## config.mk

```make
export PLATFORM = sky130hd
export DESIGN_NAME = rtc_time_access_alarm
export DESIGN_NICKNAME = d
export VERILOG_FILES = /design/src/hw/rtc_alarm_pkg.sv /design/src/hw/alarm_compare.sv /design/src/hw/rtc_time_access_alarm.sv
export SDC_FILE = /design/constraint.sdc
export NUM_CORES = 1
export LEC_CHECK = 0
export BUFFER_PORTS_ARGS = -buffer_cell sky130_fd_sc_hd__buf_4
export CORE_AREA = 3 3 90 92
export CTS_CLUSTER_DIAMETER = 30
export DETAILED_ROUTE_END_ITERATION = 7
export DIE_AREA = 0 0 93 95
export PLACE_DENSITY = 0.92
export SLEW_MARGIN = 15
export SYNTH_ARGS = -nofsm -noshare
export SYNTH_HDL_FRONTEND = slang
export SYNTH_SLANG_ARGS = --single-unit
```

## constraint.sdc

```tcl
create_clock -name REF_CLK -period 4.4 [get_ports REF_CLK]
set_clock_uncertainty 0.05 [all_clocks]
set_input_delay 0.44 -clock REF_CLK [delete_from_list [all_inputs] [get_ports REF_CLK]]
set_output_delay 0.44 -clock REF_CLK [all_outputs]
set_load 0.02 [all_outputs]
```

## src/hw/rtc_alarm_pkg.sv

```systemverilog
// Package: register map, field layout, reset values and states of the alarm block
package rtc_alarm_pkg;

  // ----------------------------------------------------------------
  // Register pointer map
  // ----------------------------------------------------------------
  localparam logic [7:0] ADDR_TIME_FIRST   = 8'h04;
  localparam logic [7:0] ADDR_TIME_LAST    = 8'h0a;
  localparam logic [7:0] ADDR_SEC_MATCH    = 8'h0b;
  localparam logic [7:0] ADDR_MIN_MATCH    = 8'h0c;
  localparam logic [7:0] ADDR_HOUR_MATCH   = 8'h0d;
  localparam logic [7:0] ADDR_MDAY_MATCH   = 8'h0e;
  localparam logic [7:0] ADDR_WDAY_MATCH   = 8'h0f;
  localparam logic [7:0] ADDR_LAST         = 8'h11;

  // ----------------------------------------------------------------
  // Field layout and reset values
  // ----------------------------------------------------------------
  localparam int         MATCH_DISABLE_BIT = 7;
  localparam int         MERIDIEM_BIT      = 5;
  localparam logic [7:0] MATCH_RESET       = 8'h80;
  localparam logic [7:0] SEC_WR_MASK       = 8'hff;
  localparam logic [7:0] MIN_WR_MASK       = 8'hff;
  localparam logic [7:0] HOUR_WR_MASK      = 8'hbf;
  localparam logic [7:0] MDAY_WR_MASK      = 8'hbf;
  localparam logic [7:0] WDAY_WR_MASK      = 8'h87;
  localparam logic [7:0] SEC_CMP_MASK      = 8'h7f;
  localparam logic [7:0] MIN_CMP_MASK      = 8'h7f;
  localparam logic [7:0] MDAY_CMP_MASK     = 8'h3f;
  localparam logic [7:0] WDAY_CMP_MASK     = 8'h07;
  localparam logic [7:0] HOUR12_CMP_MASK   = 8'h1f;
  localparam logic [7:0] HOUR24_CMP_MASK   = 8'h3f;

  // ----------------------------------------------------------------
  // Carriers and states
  // ----------------------------------------------------------------
  typedef struct packed {
    logic [7:0] sec;
    logic [7:0] min;
    logic [7:0] hour;
    logic [7:0] mday;
    logic [7:0] wday;
  } time_fields_t;

  typedef enum logic [1:0] {
    ST_FREE = 2'b01,
    ST_HELD = 2'b10
  } count_state_t;

endpackage

```

## src/hw/alarm_compare.sv

```systemverilog
// Alarm comparator: enabled match fields against the running time
`timescale 1ns/10ps
`default_nettype none
module alarm_compare
(
  // Alarm settings and running time
  input  wire rtc_alarm_pkg::time_fields_t match_regs,
  input  wire rtc_alarm_pkg::time_fields_t cur_time,
  input  wire logic                        hour_12_mode,
  // Result
  output logic                             all_match,
  output logic                             all_disabled
);

  // ----------------------------------------------------------------
  // Field compare
  // ----------------------------------------------------------------
  function automatic logic field_ok(input logic [7:0] alarm, input logic [7:0] now,
                                    input logic [7:0] mask);
    field_ok = alarm[rtc_alarm_pkg::MATCH_DISABLE_BIT] || ((alarm & mask) == (now & mask));
  endfunction

  // In 12-hour mode the meridiem bit is compared apart; the mask keeps one tens bit and the units
  function automatic logic hour_ok(input logic [7:0] alarm, input logic [7:0] now,
                                   input logic mode12);
    logic meridiem_eq;
    meridiem_eq = alarm[rtc_alarm_pkg::MERIDIEM_BIT] == now[rtc_alarm_pkg::MERIDIEM_BIT];
    if (mode12)
      hour_ok = field_ok(alarm, now, rtc_alarm_pkg::HOUR12_CMP_MASK) &&
                (alarm[rtc_alarm_pkg::MATCH_DISABLE_BIT] || meridiem_eq);
    else
      hour_ok = field_ok(alarm, now, rtc_alarm_pkg::HOUR24_CMP_MASK);
  endfunction

  wire logic sec_ok  = field_ok(match_regs.sec, cur_time.sec, rtc_alarm_pkg::SEC_CMP_MASK);
  wire logic min_ok  = field_ok(match_regs.min, cur_time.min, rtc_alarm_pkg::MIN_CMP_MASK);
  wire logic hr_ok   = hour_ok(match_regs.hour, cur_time.hour, hour_12_mode);
  wire logic mday_ok = field_ok(match_regs.mday, cur_time.mday, rtc_alarm_pkg::MDAY_CMP_MASK);
  wire logic wday_ok = field_ok(match_regs.wday, cur_time.wday, rtc_alarm_pkg::WDAY_CMP_MASK);

  // Disabled fields pass, so they neither block nor cause a match
  assign all_match    = sec_ok && min_ok && hr_ok && mday_ok && wday_ok;
  assign all_disabled = match_regs.sec[7] && match_regs.min[7] && match_regs.hour[7] &&
                        match_regs.mday[7] && match_regs.wday[7];

endmodule
`default_nettype wire

```

## src/hw/rtc_time_access_alarm.sv

```systemverilog
// Time-access hold-off, register pointer, alarm registers and alarm/oscillator flags
//
// Operation
// - Hold time counting during host access
// - Release after access, replay one pending tick
// - Seconds match: disable bit, BCD tens, units
// - Minutes match: disable bit, BCD tens, units
// - Hours match: disable, meridiem or tens, units
// - Hour mode selects hour field interpretation
// - Day match: disable, tens 0-3, units
// - Weekday match: disable bit, value 0-6
// - Full enabled match sets alarm flag
// - Disabled fields ignored in the match
// - Alarm flag sticky; sets again on new match
// - Interrupt mirrors alarm flag when enabled
// - Oscillator halt flag sticky until cleared
`timescale 1ns/10ps
`default_nettype none
module rtc_time_access_alarm
(
  // Clock and reset
  input  wire logic       REF_CLK,
  input  wire logic       SYS_RST,
  // Byte port from the serial slave engine
  input  wire logic       ACC_ACTIVE,
  input  wire logic       PTR_LOAD,
  input  wire logic [7:0] PTR_DATA,
  input  wire logic       BYTE_WR,
  input  wire logic [7:0] WR_DATA,
  input  wire logic       BYTE_RD,
  output logic      [7:0] RD_DATA,
  output logic            RD_VALID,
  // Time counters
  input  wire logic       TICK_1HZ,
  input  wire logic [7:0] TIME_SEC,
  input  wire logic [7:0] TIME_MIN,
  input  wire logic [7:0] TIME_HOUR,
  input  wire logic [7:0] TIME_MDAY,
  input  wire logic [7:0] TIME_WDAY,
  input  wire logic [7:0] TIME_MONTH,
  input  wire logic [7:0] TIME_YEAR,
  output logic            TIME_ADVANCE,
  output logic            TIME_WR_STB,
  output logic      [7:0] TIME_WR_ADDR,
  output logic      [7:0] TIME_WR_DATA,
  // Control bits and flags
  input  wire logic       HOUR_12_MODE,
  input  wire logic       ALARM_IRQ_ON,
  input  wire logic       ALARM_FLAG_CLR,
  input  wire logic       OSC_STOPPED,
  input  wire logic       OSC_FLAG_CLR,
  output logic            ALARM_FLAG,
  output logic            OSC_HALT_FLAG,
  output logic            INT_N
);

  // ----------------------------------------------------------------
  // Declarations
  // ----------------------------------------------------------------
  rtc_alarm_pkg::count_state_t state_ff;
  rtc_alarm_pkg::count_state_t nxt_state;
  rtc_alarm_pkg::time_fields_t match_ff;
  rtc_alarm_pkg::time_fields_t cur_time;
  logic       pending_ff;
  logic       nxt_pending;
  logic       advance_ff;
  logic       nxt_advance;
  logic       cmp_en_ff;
  logic       match_last_ff;
  logic [7:0] ptr_ff;
  logic [7:0] rd_data_ff;
  logic       rd_valid_ff;
  logic       twr_stb_ff;
  logic [7:0] twr_addr_ff;
  logic [7:0] twr_data_ff;
  logic       af_ff;
  logic       os_ff;
  logic       int_n_ff;
  logic       all_match;
  logic       all_disabled;

  // ----------------------------------------------------------------
  // Count hold-off
  // ----------------------------------------------------------------
  // Only one missed tick can be stored; a second tick in one access is lost
  always_comb
  begin
    nxt_state   = state_ff;
    nxt_pending = pending_ff;
    nxt_advance = 1'b0;
    case (state_ff)
      rtc_alarm_pkg::ST_FREE:
      begin
        if (ACC_ACTIVE)
        begin
          nxt_state   = rtc_alarm_pkg::ST_HELD;
          nxt_pending = TICK_1HZ;
        end
        else
          nxt_advance = TICK_1HZ;
      end
      rtc_alarm_pkg::ST_HELD:
      begin
        if (ACC_ACTIVE)
          nxt_pending = pending_ff | TICK_1HZ;
        else
        begin
          nxt_state   = rtc_alarm_pkg::ST_FREE;
          nxt_advance = pending_ff | TICK_1HZ;
          nxt_pending = 1'b0;
        end
      end
      default:
      begin
        nxt_state   = rtc_alarm_pkg::ST_FREE;
        nxt_pending = 1'b0;
      end
    endcase
  end

  always_ff @(posedge REF_CLK)
  begin
    if (SYS_RST)
    begin
      state_ff   <= rtc_alarm_pkg::ST_FREE;
      pending_ff <= 1'b0;
      advance_ff <= 1'b0;
      cmp_en_ff  <= 1'b0;
    end
    else
    begin
      state_ff   <= nxt_state;
      pending_ff <= nxt_pending;
      advance_ff <= nxt_advance;
      cmp_en_ff  <= advance_ff;
    end
  end

  // ----------------------------------------------------------------
  // Register pointer and byte access
  // ----------------------------------------------------------------
  wire logic       ptr_at_last = ptr_ff == rtc_alarm_pkg::ADDR_LAST;
  wire logic [7:0] ptr_inc     = ptr_at_last ? 8'h00 : ptr_ff + 8'h01;
  wire logic       ptr_is_time = ptr_ff >= rtc_alarm_pkg::ADDR_TIME_FIRST &&
                                 ptr_ff <= rtc_alarm_pkg::ADDR_TIME_LAST;
  wire logic       wr_sec      = BYTE_WR && ptr_ff == rtc_alarm_pkg::ADDR_SEC_MATCH;
  wire logic       wr_min      = BYTE_WR && ptr_ff == rtc_alarm_pkg::ADDR_MIN_MATCH;
  wire logic       wr_hour     = BYTE_WR && ptr_ff == rtc_alarm_pkg::ADDR_HOUR_MATCH;
  wire logic       wr_mday     = BYTE_WR && ptr_ff == rtc_alarm_pkg::ADDR_MDAY_MATCH;
  wire logic       wr_wday     = BYTE_WR && ptr_ff == rtc_alarm_pkg::ADDR_WDAY_MATCH;

  logic [7:0] rd_mux;
  always_comb
  begin
    case (ptr_ff)
      8'h04:   rd_mux = TIME_SEC;
      8'h05:   rd_mux = TIME_MIN;
      8'h06:   rd_mux = TIME_HOUR;
      8'h07:   rd_mux = TIME_MDAY;
      8'h08:   rd_mux = TIME_WDAY;
      8'h09:   rd_mux = TIME_MONTH;
      8'h0a:   rd_mux = TIME_YEAR;
      8'h0b:   rd_mux = match_ff.sec;
      8'h0c:   rd_mux = match_ff.min;
      8'h0d:   rd_mux = match_ff.hour;
      8'h0e:   rd_mux = match_ff.mday;
      8'h0f:   rd_mux = match_ff.wday;
      default: rd_mux = 8'h00;
    endcase
  end

  always_ff @(posedge REF_CLK)
  begin
    if (SYS_RST)
    begin
      ptr_ff      <= 8'h00;
      rd_data_ff  <= 8'h00;
      rd_valid_ff <= 1'b0;
      twr_stb_ff  <= 1'b0;
      twr_addr_ff <= 8'h00;
      twr_data_ff <= 8'h00;
    end
    else
    begin
      rd_valid_ff <= BYTE_RD;
      twr_stb_ff  <= BYTE_WR && ptr_is_time;
      if (BYTE_RD)
        rd_data_ff <= rd_mux;
      if (BYTE_WR)
      begin
        twr_addr_ff <= ptr_ff;
        twr_data_ff <= WR_DATA;
      end
      if (PTR_LOAD)
        ptr_ff <= PTR_DATA;
      else if (BYTE_WR || BYTE_RD)
        ptr_ff <= ptr_inc;
    end
  end

  // ----------------------------------------------------------------
  // Alarm match registers
  // ----------------------------------------------------------------
  always_ff @(posedge REF_CLK)
  begin
    if (SYS_RST)
      match_ff <= {5{rtc_alarm_pkg::MATCH_RESET}};
    else
    begin
      if (wr_sec)
        match_ff.sec <= WR_DATA & rtc_alarm_pkg::SEC_WR_MASK;
      if (wr_min)
        match_ff.min <= WR_DATA & rtc_alarm_pkg::MIN_WR_MASK;
      if (wr_hour)
        match_ff.hour <= WR_DATA & rtc_alarm_pkg::HOUR_WR_MASK;
      if (wr_mday)
        match_ff.mday <= WR_DATA & rtc_alarm_pkg::MDAY_WR_MASK;
      if (wr_wday)
        match_ff.wday <= WR_DATA & rtc_alarm_pkg::WDAY_WR_MASK;
    end
  end

  // ----------------------------------------------------------------
  // Comparator and flags
  // ----------------------------------------------------------------
  assign cur_time = '{sec: TIME_SEC, min: TIME_MIN, hour: TIME_HOUR,
                      mday: TIME_MDAY, wday: TIME_WDAY};

  alarm_compare u_cmp
  (
    .match_regs   (match_ff),
    .cur_time     (cur_time),
    .hour_12_mode (HOUR_12_MODE),
    .all_match    (all_match),
    .all_disabled (all_disabled)
  );

  // Counters settle one cycle after the advance pulse, hence the delayed compare
  wire logic match_now = all_match && !all_disabled;
  wire logic af_set    = cmp_en_ff && match_now && !match_last_ff;
  wire logic nxt_af    = af_set || (af_ff && !ALARM_FLAG_CLR);
  wire logic nxt_os    = OSC_STOPPED || (os_ff && !OSC_FLAG_CLR);

  always_ff @(posedge REF_CLK)
  begin
    if (SYS_RST)
    begin
      match_last_ff <= 1'b0;
      af_ff         <= 1'b0;
      os_ff         <= 1'b1;
      int_n_ff      <= 1'b1;
    end
    else
    begin
      if (cmp_en_ff)
        match_last_ff <= match_now;
      af_ff    <= nxt_af;
      os_ff    <= nxt_os;
      int_n_ff <= !(nxt_af && ALARM_IRQ_ON);
    end
  end

  // ----------------------------------------------------------------
  // Outputs
  // ----------------------------------------------------------------
  assign RD_DATA       = rd_data_ff;
  assign RD_VALID      = rd_valid_ff;
  assign TIME_ADVANCE  = advance_ff;
  assign TIME_WR_STB   = twr_stb_ff;
  assign TIME_WR_ADDR  = twr_addr_ff;
  assign TIME_WR_DATA  = twr_data_ff;
  assign ALARM_FLAG    = af_ff;
  assign OSC_HALT_FLAG = os_ff;
  assign INT_N         = int_n_ff;

  // ----------------------------------------------------------------
  // Assertions
  // ----------------------------------------------------------------
  property p_hold;
    @(posedge REF_CLK) disable iff (SYS_RST) ACC_ACTIVE |=> !TIME_ADVANCE;
  endproperty
  a_hold: assert property (p_hold) else $error("time advanced during access");

  property p_release;
    @(posedge REF_CLK) disable iff (SYS_RST)
      (state_ff == rtc_alarm_pkg::ST_HELD && pending_ff && !ACC_ACTIVE) |=> TIME_ADVANCE;
  endproperty
  a_release: assert property (p_release) else $error("pending tick not replayed");

  property p_free_tick;
    @(posedge REF_CLK) disable iff (SYS_RST)
      (TICK_1HZ && !ACC_ACTIVE) |=> TIME_ADVANCE ##1 !TIME_ADVANCE;
  endproperty
  a_free_tick: assert property (p_free_tick) else $error("free tick not passed once");

  property p_sec_wr;
    @(posedge REF_CLK) disable iff (SYS_RST)
      (wr_sec && !PTR_LOAD) |=> match_ff.sec == $past(WR_DATA);
  endproperty
  a_sec_wr: assert property (p_sec_wr) else $error("seconds match not stored");

  property p_min_wr;
    @(posedge REF_CLK) disable iff (SYS_RST) wr_min |=> match_ff.min == $past(WR_DATA);
  endproperty
  a_min_wr: assert property (p_min_wr) else $error("minutes match not stored");

  property p_hour_wr;
    @(posedge REF_CLK) disable iff (SYS_RST)
      wr_hour |=> match_ff.hour == ($past(WR_DATA) & 8'hbf) && !match_ff.hour[6];
  endproperty
  a_hour_wr: assert property (p_hour_wr) else $error("hours unused bit stored");

  property p_mday_wr;
    @(posedge REF_CLK) disable iff (SYS_RST) wr_mday |=> match_ff.mday[6] == 1'b0;
  endproperty
  a_mday_wr: assert property (p_mday_wr) else $error("day unused bit stored");

  property p_wday_wr;
    @(posedge REF_CLK) disable iff (SYS_RST)
      wr_wday |=> match_ff.wday == ($past(WR_DATA) & 8'h87);
  endproperty
  a_wday_wr: assert property (p_wday_wr) else $error("weekday mask wrong");

  property p_af_set;
    @(posedge REF_CLK) disable iff (SYS_RST)
      (cmp_en_ff && match_now && !match_last_ff) |=> ALARM_FLAG;
  endproperty
  a_af_set: assert property (p_af_set) else $error("alarm flag not set on match");

  property p_all_off;
    @(posedge REF_CLK) disable iff (SYS_RST) (all_disabled && !ALARM_FLAG) |=> !ALARM_FLAG;
  endproperty
  a_all_off: assert property (p_all_off) else $error("alarm with all fields off");

  property p_af_sticky;
    @(posedge REF_CLK) disable iff (SYS_RST)
      (ALARM_FLAG && !ALARM_FLAG_CLR) |=> ALARM_FLAG;
  endproperty
  a_af_sticky: assert property (p_af_sticky) else $error("alarm flag dropped");

  property p_irq;
    @(posedge REF_CLK) disable iff (SYS_RST) ALARM_IRQ_ON |=> INT_N == !ALARM_FLAG;
  endproperty
  a_irq: assert property (p_irq) else $error("interrupt not following flag");

  property p_osc;
    @(posedge REF_CLK) disable iff (SYS_RST)
      (OSC_STOPPED || (OSC_HALT_FLAG && !OSC_FLAG_CLR)) |=> OSC_HALT_FLAG;
  endproperty
  a_osc: assert property (p_osc) else $error("oscillator flag lost");

  property p_cmp;
    @(posedge REF_CLK) disable iff (SYS_RST) TIME_ADVANCE |=> cmp_en_ff;
  endproperty
  a_cmp: assert property (p_cmp) else $error("no compare after update");

  property p_ptr;
    @(posedge REF_CLK) disable iff (SYS_RST)
      ((BYTE_RD || BYTE_WR) && !PTR_LOAD && !ptr_at_last) |=> ptr_ff == $past(ptr_ff) + 8'h01;
  endproperty
  a_ptr: assert property (p_ptr) else $error("pointer did not advance");

  c_replay: cover property (@(posedge REF_CLK) disable iff (SYS_RST)
    pending_ff ##1 !ACC_ACTIVE ##1 TIME_ADVANCE);
  c_alarm:  cover property (@(posedge REF_CLK) disable iff (SYS_RST) af_set);
  c_int:    cover property (@(posedge REF_CLK) disable iff (SYS_RST) $fell(INT_N));

endmodule
`default_nettype wire
```

==> metrics.md, run 1 <==
| Metric | Value |
|---|---|
| Crit path DAT | `2900 ps` |
| Worst path slowest cell | `dfxtp_1` |
| Cell with the most instances on the worst path | `nand2_1` |
| Fillers | `586` |
| Sequential Area | `1540 sq um` |
| WP buf/inv | `0` |
| Failing checks | `design-rule violations` |
| PwrDens | `304 nW/um^2` |
| CTS resizes | `0` |
| Nets | `672` |
| H-Tree Depth | `3` |
| Register-to-Register Path Depth | `5` |
| # DRC | `3` |
| # diodes | `0` |
| Drt total wl | `12.9 mm` |
| DR WL met3 | `1.29 mm` |
| Status | `finished, violations left` |
| Final setup vio count | `0` |
| Post-Place Cells | `670` |
| Mapped Nets | `578` |
| Share of post-route cells with drive strength above 1 | `0.239` |
| Synthesis-stage register bit count | `77` |
| Crit. End Element | `flip-flop` |
| Area post-placement | `4910 sq um` |
| Vias in the first global route | `4096` |
| Logic pwr share | `0.182` |
| Post-synth top area cell | `dfxtp_1` |
| CTS Hold Bufs | `0` |
| Via count | `4186` |
| Worst path top cell family by delay | `simple AND/OR/NAND/NOR gates` |
| Cell variety after synth | `51` |
| Clk pin slew, worst setup/hold paths | `80 ps` |
| CTS root buf | `clkbuf_8` |
| Setup slack, reg-to-reg | `1650 ps` |
| Clk buf depth | `2` |
| Vias per inst | `6.11` |
| CP Cell Sequence | `nand2_1 > nor3_4 > nand2_1 > nand2_1 > a21oi_1` |
| Post-Place Setup Slack | `1810 ps` |
| Die width | `93 um` |
| Core area | `7290 sq um` |
| Total GRT Usage | `0.293` |
| Rows | `31` |
| Synth top area share | `0.375` |
| Avg Cell Area, Syn | `8.41 sq um` |
| Grt ovf | `0` |
| Post-synthesis cell area | `4110 sq um` |
| WL/cell | `18.9 um` |
| Initial antenna violation count | `0` |
| Critical path class | `flip-flop to flip-flop` |
| Inserted Clock Buffers | `9` |
| ANT nets after route | `0` |
| Die Ht | `95 um` |
| Worst-Margin Slew | `1000 ps` |
| CTS tree | `built` |
| Worst-path maximum fanout | `24` |
| Startpoint types | `flip-flop` |
| Post-synthesis sequential area ratio | `0.375` |
| Pleak | `2.22 nW` |
| Post-synth EDFFs | `0` |
| Pin count of the biggest net entering global routing | `78` |
| Final Non-Filler Cells | `685` |
| P_int | `0.00113 W` |
| Final Cell Area | `5100 sq um` |
| Die ar. | `8840 sq um` |
| Clk network pwr share | `0.342` |
| P&R area growth vs syn | `24.3%` |
| Async S/R FF share, synth | `0` |
| Sw Share | `0.271` |
| Fmax | `0.364 GHz` |
| Worst Setup EP | `match_ff[11]$_SDFFE_PP0P_` |
| Synth Warn # | `0` |
| Setup TNS | `0 ps` |
| Routability cong. | `0.911` |
| Count of pins over their slew limit | `0` |
| Worst reg2reg path startpoint | `ptr_ff[2]$_SDFFE_PP0P_` |
| Ports | `114` |
| Router iterations before antenna repair | `8` |
| Uppermost layer routed | `met4` |
| Top post-synthesis cells by area | `dfxtp_1, mux2i_1, a21oi_1, nor2_1, nand2_1` |
| FF-to-FF End | `match_ff[11]$_SDFFE_PP0P_` |
| Critical path launch point | `ptr_ff[2]$_SDFFE_PP0P_` |
| Required time worst endpoint | `4550 ps` |
| Multi-input gate area | `2340 sq um` |
| Crit path depth | `5` |
| Final worst slack | `1650 ps` |
| Initial drt markers | `612` |
| First-pass GRT wire length | `20.1 mm` |
| PortBufs | `112` |
| Clk sinks | `77` |
| Seq pwr share | `0.476` |
| HP Class | `input port to flip-flop` |
| Max-capacitance violation count | `0` |
| Dominant register cell in the synthesized netlist | `dfxtp_1` |
| Initial Util | `0.563` |
| VDD IR max | `0.203 mV` |
| Sw power | `0.000420 W` |
| Total power | `0.00155 W` |
| Post-synthesis instance total | `488` |
| Met2 WL | `6.30 mm` |
| Skew-Pair Late Insertion Delay | `350 ps` |
| Most frequent cell after synthesis | `dfxtp_1` |
| Postcts setup bufs | `0` |
| Dpl hpwl | `9.26 mm` |
| Synth top cells by count | `dfxtp_1, a21oi_1, nor2_1, nand2_1` |
| Part of the cycle the worst path needs | `0.625` |
| Met1 WL | `4.99 mm` |
| Slew headroom | `0.332` |
| Crit-path max cell delay | `930 ps` |
| Endpoints failing hold | `0` |
| RSZ-0062 raised after global routing | `false` |
| Min cycle time layout | `2750 ps` |
## per-layer routing
metal	global-route usage	vias up
met1	0.375	1941
met3	0.0582	36
met5	0	-
met2	0.495	263
li1	-	1946
met4	0.0977	0
## sequential cells by signal, indices dropped and copies added, names as in the netlist
name	flops
ALARM_FLAG	1
ptr_ff	8
OSC_HALT_FLAG	1
pending_ff	1
RD_VALID	1
TIME_WR_ADDR	8
match_ff	34
state_ff	2
cmp_en_ff	1
TIME_WR_DATA	8
match_last_ff	1
TIME_WR_STB	1
TIME_ADVANCE	1
INT_N	1
RD_DATA	8
## cell usage in the layout (no fill, tap or decap), types with 2 or more instances in the layout
cell type / synthesis / final
inv_1: 12 / 12
a22o_1: 5 / 5
a211oi_1: 2 / 2
a211o_1: 3 / 3
xor2_1: 16 / 16
mux2i_1: 27 / 27
ha_1: 6 / 6
a21oi_1: 50 / 50
nor4_1: 7 / 7
or3_1: 2 / 2
nand3_1: 27 / 27
o21ai_0: 16 / 16
buf_4: 0 / 115
o31ai_1: 3 / 3
o41ai_1: 2 / 2
xnor2_1: 14 / 14
clkbuf_8: 3 / 11
a22oi_1: 10 / 10
clkbuf_1: 21 / 3
nor3_1: 6 / 6
mux2_2: 4 / 4
a222oi_1: 15 / 15
dfxtp_1: 77 / 77
a31oi_1: 3 / 3
nor2_1: 50 / 50
and3_1: 4 / 4
nand2b_1: 9 / 9
a221oi_1: 6 / 6
nand2_1: 49 / 49
nor2b_1: 7 / 7
nand3b_1: 5 / 5
or2_2: 2 / 2
## metrics by stage
step           hold WS [ps]   util
2_1_floorplan           394      -
3_3_place_gp            405  0.673
3_5_place_dp            416  0.673
4_1_cts                 231  0.700
5_1_grt                 231  0.700
6_report                237  0.700
## power by group through the flow
stage	clock network [W]	logic, W	registers, W
final	0.000531	0.000283	0.000739
after global placement	0	0.000270	0.000752
after CTS	0.000536	0.000278	0.000738
after floorplan	0	0.000156	0.000754
after detailed placement	0	0.000276	0.000754
after global routing	0.000564	0.000303	0.000741
## kinds of logic (layout without fill, tap and decap cells)
family / after synthesis / after routing / synth area share
adders and majority gates: 6 / 6 / 0.0183
DFF: 77 / 77 / 0.375
xor gates and xnor gates: 30 / 30 / 0.0640
AOI/OAI and AO/OA: 125 / 125 / 0.205
buffers and inverters: 44 / 142 / 0.0552
and+or+nand+nor: 175 / 175 / 0.205
muxes: 31 / 31 / 0.0768
## worst min-delay path by stage
stage	startpoint	to	slack, ps	cells after the start
detailed placement	RD_DATA[4]$_SDFFE_PP0P_	RD_DATA[4]$_SDFFE_PP0P_	420	2
global route	OSC_FLAG_CLR	OSC_HALT_FLAG$_SDFF_PP1_	230	2
global placement	match_last_ff$_SDFFE_PP0P_	ALARM_FLAG$_SDFF_PP0_	400	1
CTS	OSC_FLAG_CLR	OSC_HALT_FLAG$_SDFF_PP1_	230	2
finish	OSC_FLAG_CLR	OSC_HALT_FLAG$_SDFF_PP1_	240	2
floorplan	match_last_ff$_SDFFE_PP0P_	ALARM_FLAG$_SDFF_PP0_	390	1
## final cells by class
type,instances,share of cell area
clock inverters,1,0.00588
flip-flops and latches,77,0.302
well taps,99,0.0243
inverters,12,0.00883
repair buffers,115,0.169
multi-input cells,367,0.458
clock buffers,14,0.0319
## worst reg2reg max path, stage by stage (launching register included)
cell	delay, ps
dfxtp_1	930
nand2_1	440
nor3_4	580
nand2_1	360
nand2_1	170
a21oi_1	80
Note: power is estimated with default switching activity, not from simulation.
==> run 2, diff against run 1 <==
--- a/config.mk
+++ b/config.mk
@@ -6,11 +6,11 @@
 export NUM_CORES = 1
 export LEC_CHECK = 0
 export BUFFER_PORTS_ARGS = -buffer_cell sky130_fd_sc_hd__buf_4
-export CORE_AREA = 3 3 90 92
+export CORE_AREA = 3 3 97 99
 export CTS_CLUSTER_DIAMETER = 30
 export DETAILED_ROUTE_END_ITERATION = 7
-export DIE_AREA = 0 0 93 95
-export PLACE_DENSITY = 0.92
+export DIE_AREA = 0 0 100 102
+export PLACE_DENSITY = 0.85
 export SLEW_MARGIN = 15
 export SYNTH_ARGS = -nofsm -noshare
 export SYNTH_HDL_FRONTEND = slang
==> constraint.sdc (replaced) <==
create_clock -name REF_CLK -period 2.5 [get_ports REF_CLK]
set_clock_uncertainty 0.05 [all_clocks]
set_input_delay 0.25 -clock REF_CLK [delete_from_list [all_inputs] [get_ports REF_CLK]]
set_output_delay 0.25 -clock REF_CLK [all_outputs]
set_load 0.02 [all_outputs]
==> metrics.md, run 2 (synthesized netlist as in run 1, its figures left out) <==
| Metric | Value |
|---|---|
| Status | `finished clean` |
| Die ar. | `10200 sq um` |
| Most frequent cells in the layout | `buf_4, dfxtp_1, a21oi_1, nor2_1, nand2_1` |
| Share of post-route cells with drive strength above 1 | `0.262` |
| Seq pwr share | `0.481` |
| RSZ-0062 raised after global routing | `false` |
| Register-to-Register Path Depth | `7` |
| Hold depth | `2` |
| Pleak | `2.30 nW` |
| Fmax | `0.440 GHz` |
| CTS resizes | `0` |
| Worst reg2reg path startpoint | `ptr_ff[1]$_SDFFE_PP0P_` |
| Sw Share | `0.291` |
| Postcts setup bufs | `0` |
| P&R area growth vs syn | `27.8%` |
| Initial antenna violation count | `0` |
| Initial Util | `0.475` |
| Hold endpoint | `OSC_HALT_FLAG$_SDFF_PP1_` |
| Number of flip-flops under the largest register name | `34` |
| Logic pwr share | `0.202` |
| Critical path class | `flip-flop to flip-flop` |
| Die width | `100 um` |
| Total GRT Usage | `0.253` |
| Setup slack, reg-to-reg | `230 ps` |
| First-pass GRT wire length | `20.4 mm` |
| Worst-path maximum fanout | `9` |
| Pin count of the biggest net entering global routing | `78` |
| Clk pin slew, worst setup/hold paths | `80 ps` |
| Final setup vio count | `0` |
| Setup TNS | `0 ps` |
| WL/cell | `18.3 um` |
| Worst-Margin Slew | `788 ps` |
| Crit path DAT | `2430 ps` |
| CTS Hold Bufs | `0` |
| Most flop-heavy register | `match_ff` |
| Router iterations before antenna repair | `6` |
| Crit. End Element | `flip-flop` |
| Clk sinks | `77` |
| Via count | `4240` |
| PwrDens | `511 nW/um^2` |
| Core area | `8640 sq um` |
| H-Tree Depth | `3` |
| Most common cell after layout, fill and taps aside | `buf_4` |
| # diodes | `0` |
| Drt total wl | `13.0 mm` |
| Rows | `34` |
| # DRC | `0` |
| Sw power | `0.000780 W` |
| Clk buf depth | `2` |
| PortBufs | `112` |
| P_int | `0.00190 W` |
| CTS root buf | `clkbuf_8` |
| Count of pins over their slew limit | `0` |
| Initial drt markers | `328` |
| Worst hold slack | `29.3 ps` |
| Min cycle time layout | `2270 ps` |
| Skew-Pair Late Insertion Delay | `350 ps` |
| Dpl hpwl | `9.61 mm` |
| Part of the cycle the worst path needs | `0.909` |
| Ports | `114` |
| CTS tree | `built` |
| Vias per inst | `5.96` |
| Clk network pwr share | `0.317` |
| Nets | `689` |
| VDD IR max | `0.345 mV` |
| Grt ovf | `0` |
| Inserted Clock Buffers | `9` |
| Endpoints failing hold | `0` |
| Total power | `0.00268 W` |
| Routability cong. | `0.976` |
| Die Ht | `102 um` |
| Vias in the first global route | `4064` |
| FF-to-FF End | `RD_DATA[3]$_SDFFE_PP0P_` |
| Slew headroom | `0.475` |
| ANT nets after route | `0` |
| Startpoint types | `flip-flop` |
| Required time worst endpoint | `2650 ps` |
| HP Start | `OSC_FLAG_CLR` |
| HP Class | `input port to flip-flop` |
| Max-capacitance violation count | `0` |
[run 2: how the worst max path moves through the flow]
stage	startpoint	to	slack (ps)
final	ptr_ff[1]$_SDFFE_PP0P_	RD_DATA[3]$_SDFFE_PP0P_	230
after global routing	ptr_ff[1]$_SDFFE_PP0P_	RD_DATA[2]$_SDFFE_PP0P_	140
after CTS	ptr_ff[1]$_SDFFE_PP0P_	RD_DATA[3]$_SDFFE_PP0P_	310
after detailed placement	ptr_ff[1]$_SDFFE_PP0P_	RD_DATA[3]$_SDFFE_PP0P_	320
after global placement	ptr_ff[1]$_SDFFE_PP0P_	RD_DATA[3]$_SDFFE_PP0P_	350
after floorplan	ptr_ff[4]$_SDFFE_PP0P_	match_ff[31]$_SDFFE_PP1P_	660
[run 2: stage by stage]
step	instance area, sq um	utilization	setup WS, ps	std cells
final	5250	0.607	228	712
after global routing	5250	0.607	138	712
after CTS	5250	0.607	306	712
after detailed placement	5070	0.588	316	696
after global placement	5070	0.588	350	696
after floorplan	4110	-	664	488
[run 2: layout make-up]
class / count / area, sq um
Inverter: 12 / 45.0
Multi-Input combinational cell: 367 / 2340
Clock buffer: 13 / 149
Clock inverter: 3 / 21.3
Timing Repair Buffer: 132 / 1020
Sequential cell: 77 / 1540
Fill cell: 768 / 3390
Tap cell: 108 / 135
[run 2: routing by layer]
layer,track usage,share of wire
met2,0.425,0.48
met3,0.0430,0.083
met1,0.323,0.41
met5,0,0
met4,0.104,0.024
[run 2: power by group through the flow]
stage / Sequential (W) / Clock [W] / Combinational, W
6_report: 0.00129 / 0.000850 / 0.000541
5_1_grt: 0.00129 / 0.000912 / 0.000581
4_1_cts: 0.00129 / 0.000863 / 0.000533
3_5_place_dp: 0.00132 / 0 / 0.000530
3_3_place_gp: 0.00131 / 0 / 0.000520
2_1_floorplan: 0.00133 / 0 / 0.000274
[run 2: critical path, cell delays in order, from the launching register on]
cell      delay, ps
dfxtp_1         500
inv_1           110
ha_1            300
buf_4           210
a222oi_1        310
a21oi_1         120
o31ai_1         420
a21oi_1         110
